===== src/rtl/wdrst_pkg.sv =====
// Constants for the watchdog and reset-source block.
// Assumes a 100 MHz system clock and a 32-bit classic Wishbone bus.
package wdrst_pkg;
  localparam int CLK_PERIOD_NS = 10;
  // Register indices and their byte addresses (index times four)
  localparam logic [7:0] IDX_RSRC = 8'hef;
  localparam logic [7:0] IDX_WDT  = 8'hff;
  localparam logic [9:0] ADDR_RSRC = {IDX_RSRC, 2'b00};
  localparam logic [9:0] ADDR_WDT  = {IDX_WDT, 2'b00};
  // Watchdog control keys
  localparam logic [7:0] KEY_START  = 8'ha5;
  localparam logic [7:0] KEY_DIS1   = 8'hde;
  localparam logic [7:0] KEY_DIS2   = 8'had;
  localparam logic [7:0] KEY_LOCK   = 8'hff;
  localparam int WDT_IVL_MSB   = 2;
  localparam int WDT_RUN_BIT   = 4;
  localparam int WDT_SET_BIT   = 7;
  localparam logic [2:0] WDT_IVL_RST = 3'h7;
  localparam int WDT_CNT_W     = 21;
  localparam logic [2:0] DIS_WIN_CYC = 3'h4;
  // Reset source register bit positions
  localparam int RS_PIN = 0;
  localparam int RS_MCD = 2;
  localparam int RS_WDT = 3;
  localparam int RS_CMP = 5;
  localparam int RS_CNV = 6;
  localparam logic [7:0] RSRC_RST = 8'h00;
  // Reset stretch and missing-clock timing
  localparam logic [3:0] STRETCH_CYC = 4'hc;
  localparam int MCD_TIME_NS = 100000;
  localparam int MCD_CYC     = MCD_TIME_NS / CLK_PERIOD_NS;
  // Synchroniser reset levels: run, cnv, cmp, pin
  localparam logic [3:0] SYNC_RST = 4'hf;

  typedef enum logic [1:0] {
    ST_RUN     = 2'b00,
    ST_HOLD    = 2'b01,
    ST_STRETCH = 2'b10
  } wdrst_state_type;
endpackage


===== src/rtl/wdrst_sync.sv =====
// Two-flop synchroniser for a group of asynchronous levels.
// Assumes a synchronous active-high reset on the receiving clock.
`timescale 1ns/100ps
module wdrst_sync #(
  parameter int          WIDTH = 4,
  parameter logic [WIDTH-1:0] RST_VAL = '1
) (
  input  wire logic             clk_i,
  input  wire logic             rst_i,
  input  wire logic [WIDTH-1:0] async_i,
  output logic      [WIDTH-1:0] sync_o
);
  logic [WIDTH-1:0] meta_reg;
  logic [WIDTH-1:0] sync_reg;

  always_ff @(posedge clk_i) begin
    if (rst_i) begin
      meta_reg <= RST_VAL;
      sync_reg <= RST_VAL;
    end else begin
      meta_reg <= async_i;
      sync_reg <= meta_reg;
    end
  end

  assign sync_o = sync_reg;
endmodule


===== src/rtl/wdrst_top.sv =====
// Watchdog timer and reset-source controller with Wishbone registers.
// Assumes rst_i is the power-on reset and sys_rst_o resets the rest of the chip.
//
// Overview of operation
// RULE_01 - Reset lasts twelve cycles after the reset pin rises; pin flag set on exit.
// RULE_02 - Enabled missing-clock one-shot resets when system clock stops over 100 us.
// RULE_03 - Missing-clock flag reads one only after such reset; pin stays undriven.
// RULE_04 - Writing one to missing-clock bit enables detector; same bit reads the flag.
// RULE_05 - Writing one to comparator enable bit makes comparator a reset source.
// RULE_06 - Enabled comparator resets the device while its output is low.
// RULE_07 - Comparator flag reads one only after comparator reset; pin stays undriven.
// RULE_08 - Software turns on the comparator before enabling it as reset source.
// RULE_09 - Writing one to conversion-start enable bit makes that input a reset source.
// RULE_10 - As reset source that input is active-low level, and starts no conversions.
// RULE_11 - Conversion-start flag reads one only after its reset; pin stays undriven.
// RULE_12 - Software routes the conversion-start pin before enabling it as reset.
// RULE_13 - Watchdog overflow resets device without the pin; software restarts it first.
// RULE_14 - After any reset watchdog runs enabled with the longest interval.
// RULE_15 - Key 0xFF locks out disabling until the next system reset.
// RULE_16 - Watchdog counter is 21 bits on the system clock, reset on overflow.
// RULE_17 - Key 0xA5 enables the watchdog and reloads its counter.
// RULE_18 - Watchdog disabled only by 0xDE then 0xAD within four clocks.
// RULE_19 - Interval bits [2:0] written with bit 7 clear, read back, reset to 111b.
// RULE_20 - Bit 4 of watchdog control reads one while the watchdog runs.
// RULE_21 - Timeout grows with interval; all ones gives the full 21-bit span.
//
// Decided for this implementation: the Wishbone interface to the registers.
`timescale 1ns/100ps
module wdrst_top
  import wdrst_pkg::*;
#(
  parameter int MCD_CYCLES = wdrst_pkg::MCD_CYC
) (
  input  wire logic        clk_i,
  input  wire logic        rst_i,
  input  wire logic        cyc_i,
  input  wire logic        stb_i,
  input  wire logic        we_i,
  input  wire logic [9:0]  adr_i,
  input  wire logic [3:0]  sel_i,
  input  wire logic [31:0] dat_i,
  output logic      [31:0] dat_o,
  output logic             ack_o,
  input  wire logic        rst_pin_n_i,
  input  wire logic        sysclk_run_i,
  input  wire logic        comparator_out_i,
  input  wire logic        convert_start_input_n_i,
  output logic             convert_start_n_o,
  output logic             sys_rst_o
);
  import wdrst_pkg::*;

  localparam int MCD_W = $clog2(MCD_CYCLES + 1);
  localparam logic [MCD_W-1:0] MCD_LAST = MCD_W'(MCD_CYCLES - 1);

  // Synchronised pins
  logic [3:0] pins_s;
  logic       pin_n_s;
  logic       cmp_s;
  logic       cnv_n_s;
  logic       run_s;

  wdrst_sync #(
    .WIDTH   (4),
    .RST_VAL (SYNC_RST)
  ) u_sync (
    .clk_i   (clk_i),
    .rst_i   (rst_i),
    .async_i ({sysclk_run_i, convert_start_input_n_i, comparator_out_i, rst_pin_n_i}),
    .sync_o  (pins_s)
  );

  assign pin_n_s = pins_s[0];
  assign cmp_s   = pins_s[1];
  assign cnv_n_s = pins_s[2];
  assign run_s   = pins_s[3];

  // State
  wdrst_state_type       state_reg;
  wdrst_state_type       state_next;
  logic [4:0]            cause_reg;
  logic [4:0]            cause_next;
  logic [4:0]            flags_reg;
  logic [3:0]            stretch_reg;
  logic                  mcd_en_reg;
  logic                  cmp_en_reg;
  logic                  cnv_en_reg;
  logic [MCD_W-1:0]      mcd_cnt_reg;
  logic                  wdt_en_reg;
  logic                  wdt_lock_reg;
  logic [2:0]            wdt_ivl_reg;
  logic [WDT_CNT_W-1:0]  wdt_cnt_reg;
  logic [2:0]            dis_win_reg;
  logic                  ack_reg;
  logic [31:0]           dat_reg;

  // Bus decode
  logic       req;
  logic       wr_fire;
  logic       hit_wdt;
  logic       hit_rsrc;
  logic [7:0] wdata;
  logic       wr_wdt;
  logic       wr_rsrc;
  logic [7:0] rd_wdt;
  logic [7:0] rd_rsrc;
  logic [7:0] rdata;

  assign req      = cyc_i & stb_i;
  assign wr_fire  = req & we_i & ack_reg & sel_i[0];
  assign hit_wdt  = adr_i == ADDR_WDT;
  assign hit_rsrc = adr_i == ADDR_RSRC;
  assign wdata    = dat_i[7:0];
  assign wr_wdt   = wr_fire & hit_wdt;
  assign wr_rsrc  = wr_fire & hit_rsrc;

  // Enables and watchdog state are re-initialised by power-on and by every reset it issues
  logic in_reset;
  logic init;
  assign in_reset = state_reg != ST_RUN;
  assign init     = rst_i | in_reset;

  // Reset triggers
  logic pin_trip;
  logic mcd_trip;
  logic cmp_trip;
  logic cnv_trip;
  logic wdt_trip;
  logic any_trip;
  logic cause_active;
  logic [WDT_CNT_W-1:0] wdt_limit;
  logic [4:0]           wdt_shift;

  assign pin_trip = ~pin_n_s;
  assign mcd_trip = mcd_en_reg & ~run_s & (mcd_cnt_reg == MCD_LAST); // RULE_02
  assign cmp_trip = cmp_en_reg & ~cmp_s;                              // RULE_06
  assign cnv_trip = cnv_en_reg & ~cnv_n_s;                            // RULE_10
  // Limit is 2^(2*ivl+7)-1, so 111b reaches all ones of the counter
  assign wdt_shift = 5'h0e - {1'b0, wdt_ivl_reg, 1'b0};
  assign wdt_limit = {WDT_CNT_W{1'b1}} >> wdt_shift; // RULE_21
  assign wdt_trip = wdt_en_reg & (wdt_cnt_reg >= wdt_limit);           // RULE_13 RULE_16
  assign any_trip = pin_trip | mcd_trip | cmp_trip | cnv_trip | wdt_trip;

  // One-hot cause with pin first: bit order pin, mcd, wdt, cmp, cnv
  always_comb begin
    cause_next = 5'h00;
    if (pin_trip) begin
      cause_next[0] = 1'b1;
    end else if (mcd_trip) begin
      cause_next[1] = 1'b1;
    end else if (cmp_trip) begin
      cause_next[3] = 1'b1;
    end else if (cnv_trip) begin
      cause_next[4] = 1'b1;
    end else if (wdt_trip) begin
      cause_next[2] = 1'b1;
    end
  end

  // Level sources hold the reset for as long as they stay asserted
  assign cause_active = (cause_reg[0] & ~pin_n_s) | (cause_reg[3] & ~cmp_s)
                      | (cause_reg[4] & ~cnv_n_s);

  always_comb begin
    state_next = state_reg;
    case (state_reg)
      ST_RUN: begin
        if (any_trip) begin
          state_next = ST_HOLD;
        end
      end
      ST_HOLD: begin
        if (!cause_active) begin
          state_next = ST_STRETCH; // RULE_01
        end
      end
      ST_STRETCH: begin
        if (cause_active) begin
          state_next = ST_HOLD;
        end else if (stretch_reg == STRETCH_CYC - 4'h1) begin
          state_next = ST_RUN;
        end
      end
      default: begin
        state_next = ST_RUN;
      end
    endcase
  end

  always_ff @(posedge clk_i) begin
    if (rst_i) begin
      state_reg   <= ST_RUN;
      cause_reg   <= 5'h00;
      stretch_reg <= 4'h0;
    end else begin
      state_reg <= state_next;
      if (state_reg == ST_RUN && any_trip) begin
        cause_reg <= cause_next;
      end
      if (state_reg == ST_STRETCH && !cause_active) begin
        stretch_reg <= stretch_reg + 4'h1; // RULE_01
      end else begin
        stretch_reg <= 4'h0;
      end
    end
  end

  // Source flags, written on exit from each reset
  always_ff @(posedge clk_i) begin
    if (rst_i) begin
      flags_reg <= 5'h00;
    end else if (state_reg == ST_STRETCH && state_next == ST_RUN) begin
      flags_reg <= cause_reg; // RULE_01 RULE_03 RULE_07 RULE_11
    end
  end

  // Reset-source enables share bit positions with the flags
  always_ff @(posedge clk_i) begin
    if (init) begin
      mcd_en_reg <= 1'b0;
      cmp_en_reg <= 1'b0;
      cnv_en_reg <= 1'b0;
    end else if (wr_rsrc) begin
      mcd_en_reg <= wdata[RS_MCD]; // RULE_04
      cmp_en_reg <= wdata[RS_CMP]; // RULE_05
      cnv_en_reg <= wdata[RS_CNV]; // RULE_09
    end
  end

  // Missing-clock one-shot, retriggered by every running system clock
  always_ff @(posedge clk_i) begin
    if (init || !mcd_en_reg || run_s) begin
      mcd_cnt_reg <= '0; // RULE_02
    end else if (mcd_cnt_reg != MCD_LAST) begin
      mcd_cnt_reg <= mcd_cnt_reg + MCD_W'(1);
    end
  end

  // Conversion start is withheld from the converter while it is a reset source
  always_ff @(posedge clk_i) begin
    if (rst_i) begin
      convert_start_n_o <= 1'b1;
    end else begin
      convert_start_n_o <= cnv_en_reg | cnv_n_s; // RULE_10
    end
  end

  // Watchdog control keys
  logic key_start;
  logic key_dis1;
  logic key_dis2;
  logic key_lock;
  logic key_ivl;
  assign key_start = wr_wdt & (wdata == KEY_START);
  assign key_dis1  = wr_wdt & (wdata == KEY_DIS1);
  assign key_dis2  = wr_wdt & (wdata == KEY_DIS2);
  assign key_lock  = wr_wdt & (wdata == KEY_LOCK);
  assign key_ivl   = wr_wdt & ~wdata[WDT_SET_BIT];

  always_ff @(posedge clk_i) begin
    if (init) begin
      wdt_en_reg   <= 1'b1;        // RULE_14
      wdt_lock_reg <= 1'b0;
      wdt_ivl_reg  <= WDT_IVL_RST; // RULE_14 RULE_19
      dis_win_reg  <= 3'h0;
    end else begin
      if (key_lock) begin
        wdt_lock_reg <= 1'b1; // RULE_15
      end
      if (key_dis1) begin
        dis_win_reg <= DIS_WIN_CYC; // RULE_18
      end else if (dis_win_reg != 3'h0) begin
        dis_win_reg <= dis_win_reg - 3'h1;
      end
      if (key_start) begin
        wdt_en_reg <= 1'b1; // RULE_17
      end else if (key_dis2 && dis_win_reg != 3'h0 && !wdt_lock_reg) begin
        wdt_en_reg <= 1'b0; // RULE_18 RULE_15
      end
      if (key_ivl) begin
        wdt_ivl_reg <= wdata[WDT_IVL_MSB:0]; // RULE_19
      end
    end
  end

  always_ff @(posedge clk_i) begin
    if (init || !wdt_en_reg || key_start) begin
      wdt_cnt_reg <= '0; // RULE_17
    end else begin
      wdt_cnt_reg <= wdt_cnt_reg + WDT_CNT_W'(1); // RULE_16
    end
  end

  // Read data
  always_comb begin
    rd_wdt = 8'h00;
    rd_wdt[WDT_IVL_MSB:0] = wdt_ivl_reg; // RULE_19
    rd_wdt[WDT_RUN_BIT]   = wdt_en_reg;  // RULE_20
  end

  always_comb begin
    rd_rsrc = RSRC_RST;
    rd_rsrc[RS_PIN] = flags_reg[0];
    rd_rsrc[RS_MCD] = flags_reg[1]; // RULE_03 RULE_04
    rd_rsrc[RS_WDT] = flags_reg[2];
    rd_rsrc[RS_CMP] = flags_reg[3]; // RULE_07
    rd_rsrc[RS_CNV] = flags_reg[4]; // RULE_11
  end

  assign rdata = hit_wdt ? rd_wdt : (hit_rsrc ? rd_rsrc : 8'h00);

  // Wishbone slave: acknowledge one cycle after the request, every address
  always_ff @(posedge clk_i) begin
    if (rst_i) begin
      ack_reg <= 1'b0;
      dat_reg <= 32'h0000_0000;
    end else begin
      ack_reg <= req & ~ack_reg;
      if (req && !ack_reg && !we_i) begin
        dat_reg <= {24'h00_0000, rdata};
      end
    end
  end

  assign ack_o     = ack_reg;
  assign dat_o     = dat_reg;
  assign sys_rst_o = in_reset; // RULE_13
endmodule


===== config.mk =====
export PLATFORM = sky130hd
export DESIGN_NAME = wdrst_top
export DESIGN_NICKNAME = d
export VERILOG_FILES = /design/src/rtl/wdrst_pkg.sv /design/src/rtl/wdrst_sync.sv /design/src/rtl/wdrst_top.sv
export SDC_FILE = /design/constraint.sdc
export NUM_CORES = 1
export LEC_CHECK = 0
export BUFFER_PORTS_ARGS = -buffer_cell sky130_fd_sc_hd__buf_2
export CAP_MARGIN = 30
export CORE_MARGIN = 10
export CORE_UTILIZATION = 58
export CTS_CLUSTER_SIZE = 14
export DETAILED_ROUTE_END_ITERATION = 8
export PLACE_DENSITY = 0.84
export SLEW_MARGIN = 10
export SYNTH_ARGS = -nofsm -noshare
export SYNTH_HDL_FRONTEND = slang
export SYNTH_HIERARCHICAL = 1
export SYNTH_SLANG_ARGS = --single-unit

===== constraint.sdc =====
create_clock -name clk_i -period 7.01 [get_ports clk_i]
set_clock_uncertainty 0.2 [all_clocks]
set_input_delay 1.0515 -clock clk_i [delete_from_list [all_inputs] [get_ports clk_i]]
set_output_delay 1.0515 -clock clk_i [all_outputs]
set_load 0.02 [all_outputs]

-- Word level (Yosys, flattened, before mapping)
Index checks and enable logic that the tools add are counted.
- output and inout port bits: 35
- register bits: 80
- word-level logic and storage cells: 116
- input port bits: 55
- shift operators: 1
- reduce and logical (&&, ||, !) cells: 25
- bitwise operators: 35
- magnitude comparators: 1
- mux-type cells: 19
- add/subtract/negate cells: 5
- equality and inequality tests: 11
- operators with widths (operator ; number):
    == test 8 bit, second input constant ; 4
    adder 21 x 1 -> 21 bit, second input constant ; 1
    >= comparator 21 bit ; 1
    right shift 21 x 5 -> 21 bit, first input constant ; 1
    bitwise AND 1 bit ; 20
    == test 10 bit, second input constant ; 2
    adder 14 x 1 -> 14 bit, second input constant ; 1
    == test 14 bit, second input constant ; 1
    two-way mux 7 bit ; 2
    inequality test 14 bit, second input constant ; 1
    two-way mux 3 bit ; 3
    two-way mux 1 bit ; 8
    two-way mux 2 bit ; 4
    bitwise OR 1 bit ; 8
    logical AND 1 bit ; 7
    inverter 1 bit ; 7
    zero test 1 bit ; 6
    one-hot mux 2 bit (3 select lines) ; 1
    OR reduction 2 bit ; 3
    subtractor 4 x 4 -> 5 bit, first input constant ; 1
    adder 4 x 1 -> 4 bit, second input constant ; 1
    == test 4 bit, second input constant ; 1
    zero test 2 bit ; 2
    logical OR 1 bit ; 4
    other kinds (6) ; 7

-- Longest topological paths before layout
Gate-level depths: netlist of the first run.
- depth after elaboration: 11
- depth in mapped cells: 9
- gate-level depth less buffers: 8

-- Modules after synthesis
The synthesis of the first run kept the hierarchy.
- by module, submodules not included (module ; area an instance (sq um) ; sequential area each (sq um) ; cells an instance ; times used):
    wdrst_top ; 3589.7 ; 1421.4 ; 419 ; 1
    wdrst_sync ; 210.2 ; 160.2 ; 16 ; 1

-- Worst setup path before layout of the first run
OpenSTA, ideal clock, no wires.
- path type: input-to-reg
- start point: input adr_i[7]
- end point: register wdt_cnt_reg[13]
- stages on the path: 7
- required time: 6.695 ns
- setup time: 0.115 ns
- buffers on the path: 1
- setup slack: 4.358 ns
- arrival: 2.337 ns
- cells stage by stage: nand4_1 > or3_1 > nor3_1 > nand4_1 > o211ai_2 > buf_4 > nor2_1
- cells in the longest elaborated chain, start to end: 4
- ends and longest elaborated chain (element ; RTL line ; RTL):
    start, declared ; wdrst_top.sv:39 ; input wire logic [9:0] adr_i,
    == test 10 bit ; wdrst_top.sv:111 ; assign hit_wdt = adr_i == ADDR_WDT;
    bitwise AND 1 bit ; wdrst_top.sv:114 ; assign wr_wdt = wr_fire & hit_wdt;
    bitwise AND 1 bit ; wdrst_top.sv:254 ; assign key_start = wr_wdt & (wdata == KEY_START);
    logical OR 1 bit ; wdrst_top.sv:287 ; if (init || !wdt_en_reg || key_start) begin
    end signal, assigned ; wdrst_top.sv:290 ; wdt_cnt_reg <= wdt_cnt_reg + WDT_CNT_W'(1);
    end, declared ; wdrst_top.sv:92 ; logic [WDT_CNT_W-1:0] wdt_cnt_reg;
No other way between the ends.
A chain may end at the register's enable or synchronous reset.

-- Final worst setup path of the first run
- start point: input adr_i[5]
- end point: register wdt_cnt_reg[2]
The elaborated chain is that of the path after synthesis.

==> results of run 1 <==
==> through the flow <==
stage	cell area (sq um)	worst slack [ns]	util	total power (W)	std cells
floorplan	3890	4.36	-	0.000553	459
detailed placement	3930	3.62	0.618	0.000565	535
finish	4120	4.01	0.648	0.000877	551
global placement	3930	3.69	0.618	0.000559	535
CTS	4110	3.99	0.647	0.000883	549
global route	4110	3.79	0.648	0.000914	550
==> routing by layer <==
layer,vias up,track usage
li1,1506,-
met1,1371,0.160
met2,60,0.260
met3,20,0.0466
met4,0,0.0836
met5,-,0
==> worst max-delay path: stages <==
cell and delay, ns:
sky130_fd_sc_hd__buf_2 0.08, sky130_fd_sc_hd__nand4_1 0.14, sky130_fd_sc_hd__or3_1 0.46, sky130_fd_sc_hd__nor3_1 0.21, sky130_fd_sc_hd__nand4_1 0.17, sky130_fd_sc_hd__o211ai_2 0.74, sky130_fd_sc_hd__nor2_1 0.13
==> worst max path at each step <==
stage                     depth (start not counted)  slack [ns]  startpoint                          to
after floorplan                                   7        4.36    adr_i[7]  wdt_cnt_reg[13]$_SDFF_PP0_
after CTS                                         7        3.99    adr_i[5]   wdt_cnt_reg[2]$_SDFF_PP0_
after global placement                            7        3.69    adr_i[5]   wdt_cnt_reg[3]$_SDFF_PP0_
after detailed placement                          7        3.62    adr_i[5]   wdt_cnt_reg[2]$_SDFF_PP0_
after global routing                              7        3.79    adr_i[5]   wdt_cnt_reg[2]$_SDFF_PP0_
final                                             7        4.01    adr_i[5]   wdt_cnt_reg[2]$_SDFF_PP0_
==> power by group <==
group,internal [W],leakage (nW),switching (W)
sequential,0.000461,0.640,0.00000720
clock,0.000169,0.0940,0.000153
combinational,0.0000319,0.935,0.0000552
total,0.000662,1.67,0.000216
==> synthesized netlist by cell type (all sizes together), types with 2 or more instances <==
| cell | instances | share of area |
|---|---|---|
| xnor2 | 11 | 0.025 |
| o211ai | 3 | 0.0072 |
| xor2 | 23 | 0.053 |
| o31ai | 3 | 0.0059 |
| and4bb | 2 | 0.0066 |
| nand3b | 2 | 0.0040 |
| a22oi | 2 | 0.0040 |
| inv | 13 | 0.013 |
| or3b | 2 | 0.0053 |
| ha | 17 | 0.056 |
| nand2b | 5 | 0.0082 |
| o221ai | 2 | 0.0046 |
| mux2i | 10 | 0.026 |
| and4 | 3 | 0.0076 |
| nand2 | 32 | 0.032 |
| nor2 | 72 | 0.073 |
| and3 | 5 | 0.0086 |
| nor2b | 3 | 0.0049 |
| and2 | 3 | 0.0049 |
| or2 | 10 | 0.016 |
| o21ai | 8 | 0.011 |
| o21a | 3 | 0.0059 |
| nand3 | 18 | 0.024 |
| dfxtp | 79 | 0.42 |
| nor4 | 3 | 0.0066 |
| nor3 | 9 | 0.012 |
| or3 | 9 | 0.015 |
| a31oi | 3 | 0.0049 |
| a21oi | 16 | 0.022 |
| buf | 28 | 0.054 |
| clkbuf | 10 | 0.011 |
| nand4 | 17 | 0.032 |
==> final cells by class <==
cell class	instances	share of cell area
antenna	2	0.00122
multi-input combinational	329	0.489
inverter	13	0.0119
timing repair buffer	37	0.0450
clock inverter	4	0.0116
tap	77	0.0234
sequential	79	0.384
clock buffer	10	0.0334
==> cells by family after synthesis <==
family          count (synthesis)
compound gates                 44
buf+inv                        51
other cells                     1
xor+xnor                       34
mux                            10
flops                          79
simple gates                  199
fa+ha+maj                      17
==> metrics.txt, run 1 <==
outcome=complete, no violations; setup slack, reg-to-reg=4.36 ns; Power Density=213 nW/um^2; met1 wire length=3150 microns; footprint of the flip-flops and latches=1580 sq um; class of the tightest hold or removal check=flip-flop to flip-flop; EDFF count, synth=0; crit share post-route=0.427; initial antenna violation count=2; global-route wire length before repair=12700 microns; # clock sinks=79; highest routed layer=met4; final worst hold slack=0.205 ns; critical path arrival=2.99 ns; most used cells in the layout excluding fill and tap cells=79 x sky130_fd_sc_hd__dfxtp_1, 71 x sky130_fd_sc_hd__nor2_1, 37 x sky130_fd_sc_hd__buf_2, 32 x sky130_fd_sc_hd__nand2_1, 25 x sky130_fd_sc_hd__conb_1; Worst-Margin Slew=0.904 ns; # H-tree levels=3; detailed router's first-iteration violation count=112; post-synthesis sequential element count=79; number of library cell types mapped by synthesis=54; main flop type after synthesis=sky130_fd_sc_hd__dfxtp_1; number of remaining DRC errors=0; area of the core=6350 sq um; max-cap violation count=0; total leakage power=1.67 nW; detailed-routed wire length on met3=554 microns; launch instance of the worst min-delay path=u_sync/meta_reg[3]$_SDFF_PP1_; number of max-slew violations in the final report=0; post-synthesis share of cell area spent on xor and xnor gates=0.0784; full die area=10200 sq um; dominant combinational cell family by area after synthesis=simple AND/OR/NAND/NOR gates; Gates resized, CTS repair=0; CTS root buffer=sky130_fd_sc_hd__clkbuf_8; placed wire-length estimate after detailed placement=5830 microns; FF-to-FF End=cause_reg[3]$_SDFFE_PP0P_; Clock Tree Buf Depth=2; Post CTS Setup Buffer Count=0; number of nets with antenna violations after detailed routing=0; Hold EP=u_sync/sync_o[3]$_SDFF_PP1_; post-synthesis mux area share=0.0263; aggregate negative setup slack=0 ns; start-to-end type of the worst setup path=input pin to flip-flop; required time reported for the critical path endpoint=7.00 ns; number of global-route vias before repair=2901; final weighted congestion of routability-driven global placement=0.832; post-synthesis share of cell area spent on full adders, half adders and majority gates=0.0560; unrepaired setup endpoints after global routing=no; register clock-pin slew on the reported worst setup and hold paths=0.07 ns; quantity of I/O buffers inserted on ports=37; number of cells on the worst hold path=1; die span in y=101 microns; max FFs per register=21; mean post-synth cell area=8.74 sq um; post-detailed-route via-to-cell ratio=5.37; count of final setup violators=0; initial core utilization=0.598; global routing usage summed across all routing layers=0.151; fraction of the mapped netlist area in simple logic gates=0.270; Multi-input gate area=2010 sq um; io pins=90; number of fillers in the final layout=545; die width=101 microns; most common cell after layout, fill and taps aside=sky130_fd_sc_hd__dfxtp_1; Fmax=0.334 GHz; category of the worst setup path launch point=input pin; final critical path time including I/O delays and setup=3.00 ns; final hold viol count=0; amount of wire on met2 after detailed routing=3610 microns; drt wl/cell=13.7 microns; number of nets in the finished design=541; startpoint of the worst-slack reg-to-reg timing path=wdt_ivl_reg[1]$_SDFFE_PP1P_; Detailed Routing Iterations Pass 1=4; sequential cell area fraction in the yosys report=0.416; worst vdd rail ir drop=0.142 mV; number of placement rows=29; post-synth design cell area=3800 sq um; Post-Syn Instances=435; ys async rst share=0; via count=2957; number of warning messages in the yosys log=6; number of CTS-inserted buffers=9; clock tree from TritonCTS=done; number of cells on the worst reg-to-reg path=8; endpoint type of the worst setup path=flip-flop; worst slew slack as a fraction of its limit=0.396; largest driver fanout on the critical path=21; GRT Residual Overflow=0; fraction of layout instances using a drive strength above 1=0.138; final wirelength=7550 microns; clock network latency to the later pin of the worst-skew pair=0.35 ns; share of the synthesized area in compound gates (AO/OA/AOI/OAI)=0.0744; pin count of the biggest net entering global routing=32; growth of design area from synthesis to finish=8.30%; cts-stage hold buffer count=0
No activity file was read; power rests on OpenSTA's default activity.
==> run 2, diff against run 1 <==
- CORE_UTILIZATION: 58 -> 54
- PLACE_DENSITY: 0.84 -> 0.79
- clock period: 7.01 -> 2.8 ns (I/O delays scaled with it)
==> metrics.txt, run 2 (synthesized netlist as in run 1, its figures left out) <==
Power Density=531 nW/um^2; startpoint of the worst-slack reg-to-reg timing path=wdt_ivl_reg[2]$_SDFFE_PP1P_; Multi-input gate area=2010 sq um; number of global-route vias before repair=2767; endpoint type of the worst setup path=flip-flop; # diodes=0; io pins=90; die span in y=104 microns; class of the tightest hold or removal check=input pin to flip-flop; post-detailed-route via-to-cell ratio=5.20; initial antenna violation count=0; global-route wire length before repair=12500 microns; outcome=complete, no violations; met1 wire length=3300 microns; total leakage power=1.69 nW; highest routed layer=met4; worst slew slack as a fraction of its limit=0.612; number of fillers in the final layout=608; most used cells in the layout excluding fill and tap cells=79 x sky130_fd_sc_hd__dfxtp_1, 71 x sky130_fd_sc_hd__nor2_1, 37 x sky130_fd_sc_hd__buf_2, 32 x sky130_fd_sc_hd__nand2_1, 25 x sky130_fd_sc_hd__conb_1; CTS root buffer=sky130_fd_sc_hd__clkbuf_8; critical-path cell list=nand3_1 > ha_1 > nand4_1 > or3_1 > nor4_1 > o31ai_1 > buf_4 > a21oi_2 > o21ai_0; placed wire-length estimate after detailed placement=5710 microns; growth of design area from synthesis to finish=9.98%; Fmax=0.387 GHz; GRT Residual Overflow=0; required time reported for the critical path endpoint=2.85 ns; number of CTS-inserted buffers=9; amount of wire on met2 after detailed routing=3480 microns; die width=104 microns; number of placement rows=30; footprint of the flip-flops and latches=1580 sq um; critical path arrival=2.63 ns; number of cells on the worst reg-to-reg path=9; Clock Tree Buf Depth=2; capturing instance or port of the critical path=cause_reg[3]$_SDFFE_PP0P_; FF-to-FF End=cause_reg[3]$_SDFFE_PP0P_; cts-stage hold buffer count=0; Worst-Margin Slew=0.578 ns; largest driver fanout on the critical path=8; global routing usage summed across all routing layers=0.134; fraction of layout instances using a drive strength above 1=0.149; Gates resized, CTS repair=0; aggregate negative setup slack=0 ns; number of remaining DRC errors=0; Crit. Startpoint=wdt_ivl_reg[2]$_SDFFE_PP1P_; number of nets with antenna violations after detailed routing=0; part of the power in combinational logic=0.098; final critical path time including I/O delays and setup=2.59 ns; largest stage delay on the critical path=0.47 ns; Crit-path slowest cell=sky130_fd_sc_hd__dfxtp_1; number of max-slew violations in the final report=0; initial core utilization=0.556; count of final setup violators=0; crit share post-route=0.923; post-route worst setup slack=0.214 ns; area of the core=6830 sq um; share of total power in the clock network=0.374; category of the worst setup path launch point=flip-flop; unrepaired setup endpoints after global routing=no; quantity of I/O buffers inserted on ports=37; start-to-end type of the worst setup path=flip-flop to flip-flop; worst setup slack after placement=0.251 ns; via count=2987; full die area=10800 sq um; final hold viol count=0; # H-tree levels=3; drt wl/cell=12.7 microns; clock network latency to the later pin of the worst-skew pair=0.35 ns; Post CTS Setup Buffer Count=0; final wirelength=7310 microns; max FFs per register=21; switching part of the total power=0.284; max-cap violation count=0; number of nets in the finished design=545; worst vdd rail ir drop=0.372 mV; Final Total Pwr=0.00222 W; # clock sinks=79; setup slack, reg-to-reg=0.21 ns; cell-internal power=0.00159 W; detailed-routed wire length on met3=412 microns; power share of the sequential group=0.528; final weighted congestion of routability-driven global placement=0.810; Detailed Routing Iterations Pass 1=4; pin count of the biggest net entering global routing=31; net switching power=0.000630 W; clock tree from TritonCTS=done; most common cell after layout, fill and taps aside=sky130_fd_sc_hd__dfxtp_1; detailed router's first-iteration violation count=92; register clock-pin slew on the reported worst setup and hold paths=0.10 ns
## run 2: cell types whose count changed in the layout (fill, tap and decap cells not counted), sizes merged
cell      before  now
buf           37   41
clkinvlp       1    0
bufinv         1    0
diode          2    0
inv           13   17
clkinv         2    3
clkbuf        10    9
## run 2: per-stage QoR
step           instances  area (sq um)  utilization  hold slack, ns
6_report             574          4180        0.612          0.0472
5_1_grt              574          4180        0.612          0.0356
4_1_cts              574          4180        0.612          0.0367
3_5_place_dp         558          3980        0.582           0.188
3_3_place_gp         558          3980        0.582           0.188
2_1_floorplan        459          3890            -           0.183
## run 2: power groups by stage
stage          Sequential (W)  Combinational (W)  Clock, W
2_1_floorplan         0.00119           0.000190         0
3_3_place_gp          0.00120           0.000207         0
3_5_place_dp          0.00120           0.000217         0
4_1_cts               0.00117           0.000219  0.000844
5_1_grt               0.00117           0.000241  0.000907
6_report              0.00117           0.000218  0.000829
## run 2: layer usage
| layer | up-vias | track usage |
|---|---|---|
| met1 | 1393 | 0.162 |
| met5 | - | 0 |
| met2 | 69 | 0.218 |
| met3 | 11 | 0.0384 |
| met4 | 0 | 0.0567 |
| li1 | 1514 | - |
## run 2: cell type report
type	count	area share
multi-input combinational	329	0.482
sequential	79	0.378
timing repair buffer	41	0.0515
clock buffer	9	0.0296
tap	96	0.0287
clock inverter	7	0.0183
inverter	13	0.0117
## run 2: worst max-delay path, delay by kind of cell (launching register included)
| kind | cells | cell delay (ns) |
|---|---|---|
| compound gates | 3 | 0.43 |
| flops | 1 | 0.47 |
| fa+ha+maj | 1 | 0.34 |
| simple gates | 4 | 0.89 |
| buf+inv | 1 | 0.16 |
## run 2: worst min-delay path by stage
stage | slack [ns] | cells after the start | end | start
after floorplan | 0.18 | 1 | u_sync/sync_o[0]$_SDFF_PP1_ | u_sync/meta_reg[0]$_SDFF_PP1_
after global placement | 0.19 | 1 | u_sync/sync_o[2]$_SDFF_PP1_ | u_sync/meta_reg[2]$_SDFF_PP1_
after detailed placement | 0.19 | 1 | u_sync/sync_o[2]$_SDFF_PP1_ | u_sync/meta_reg[2]$_SDFF_PP1_
after CTS | 0.04 | 2 | u_sync/meta_reg[1]$_SDFF_PP1_ | comparator_out_i
after global routing | 0.04 | 2 | u_sync/meta_reg[0]$_SDFF_PP1_ | rst_pin_n_i
final | 0.05 | 2 | u_sync/meta_reg[1]$_SDFF_PP1_ | comparator_out_i
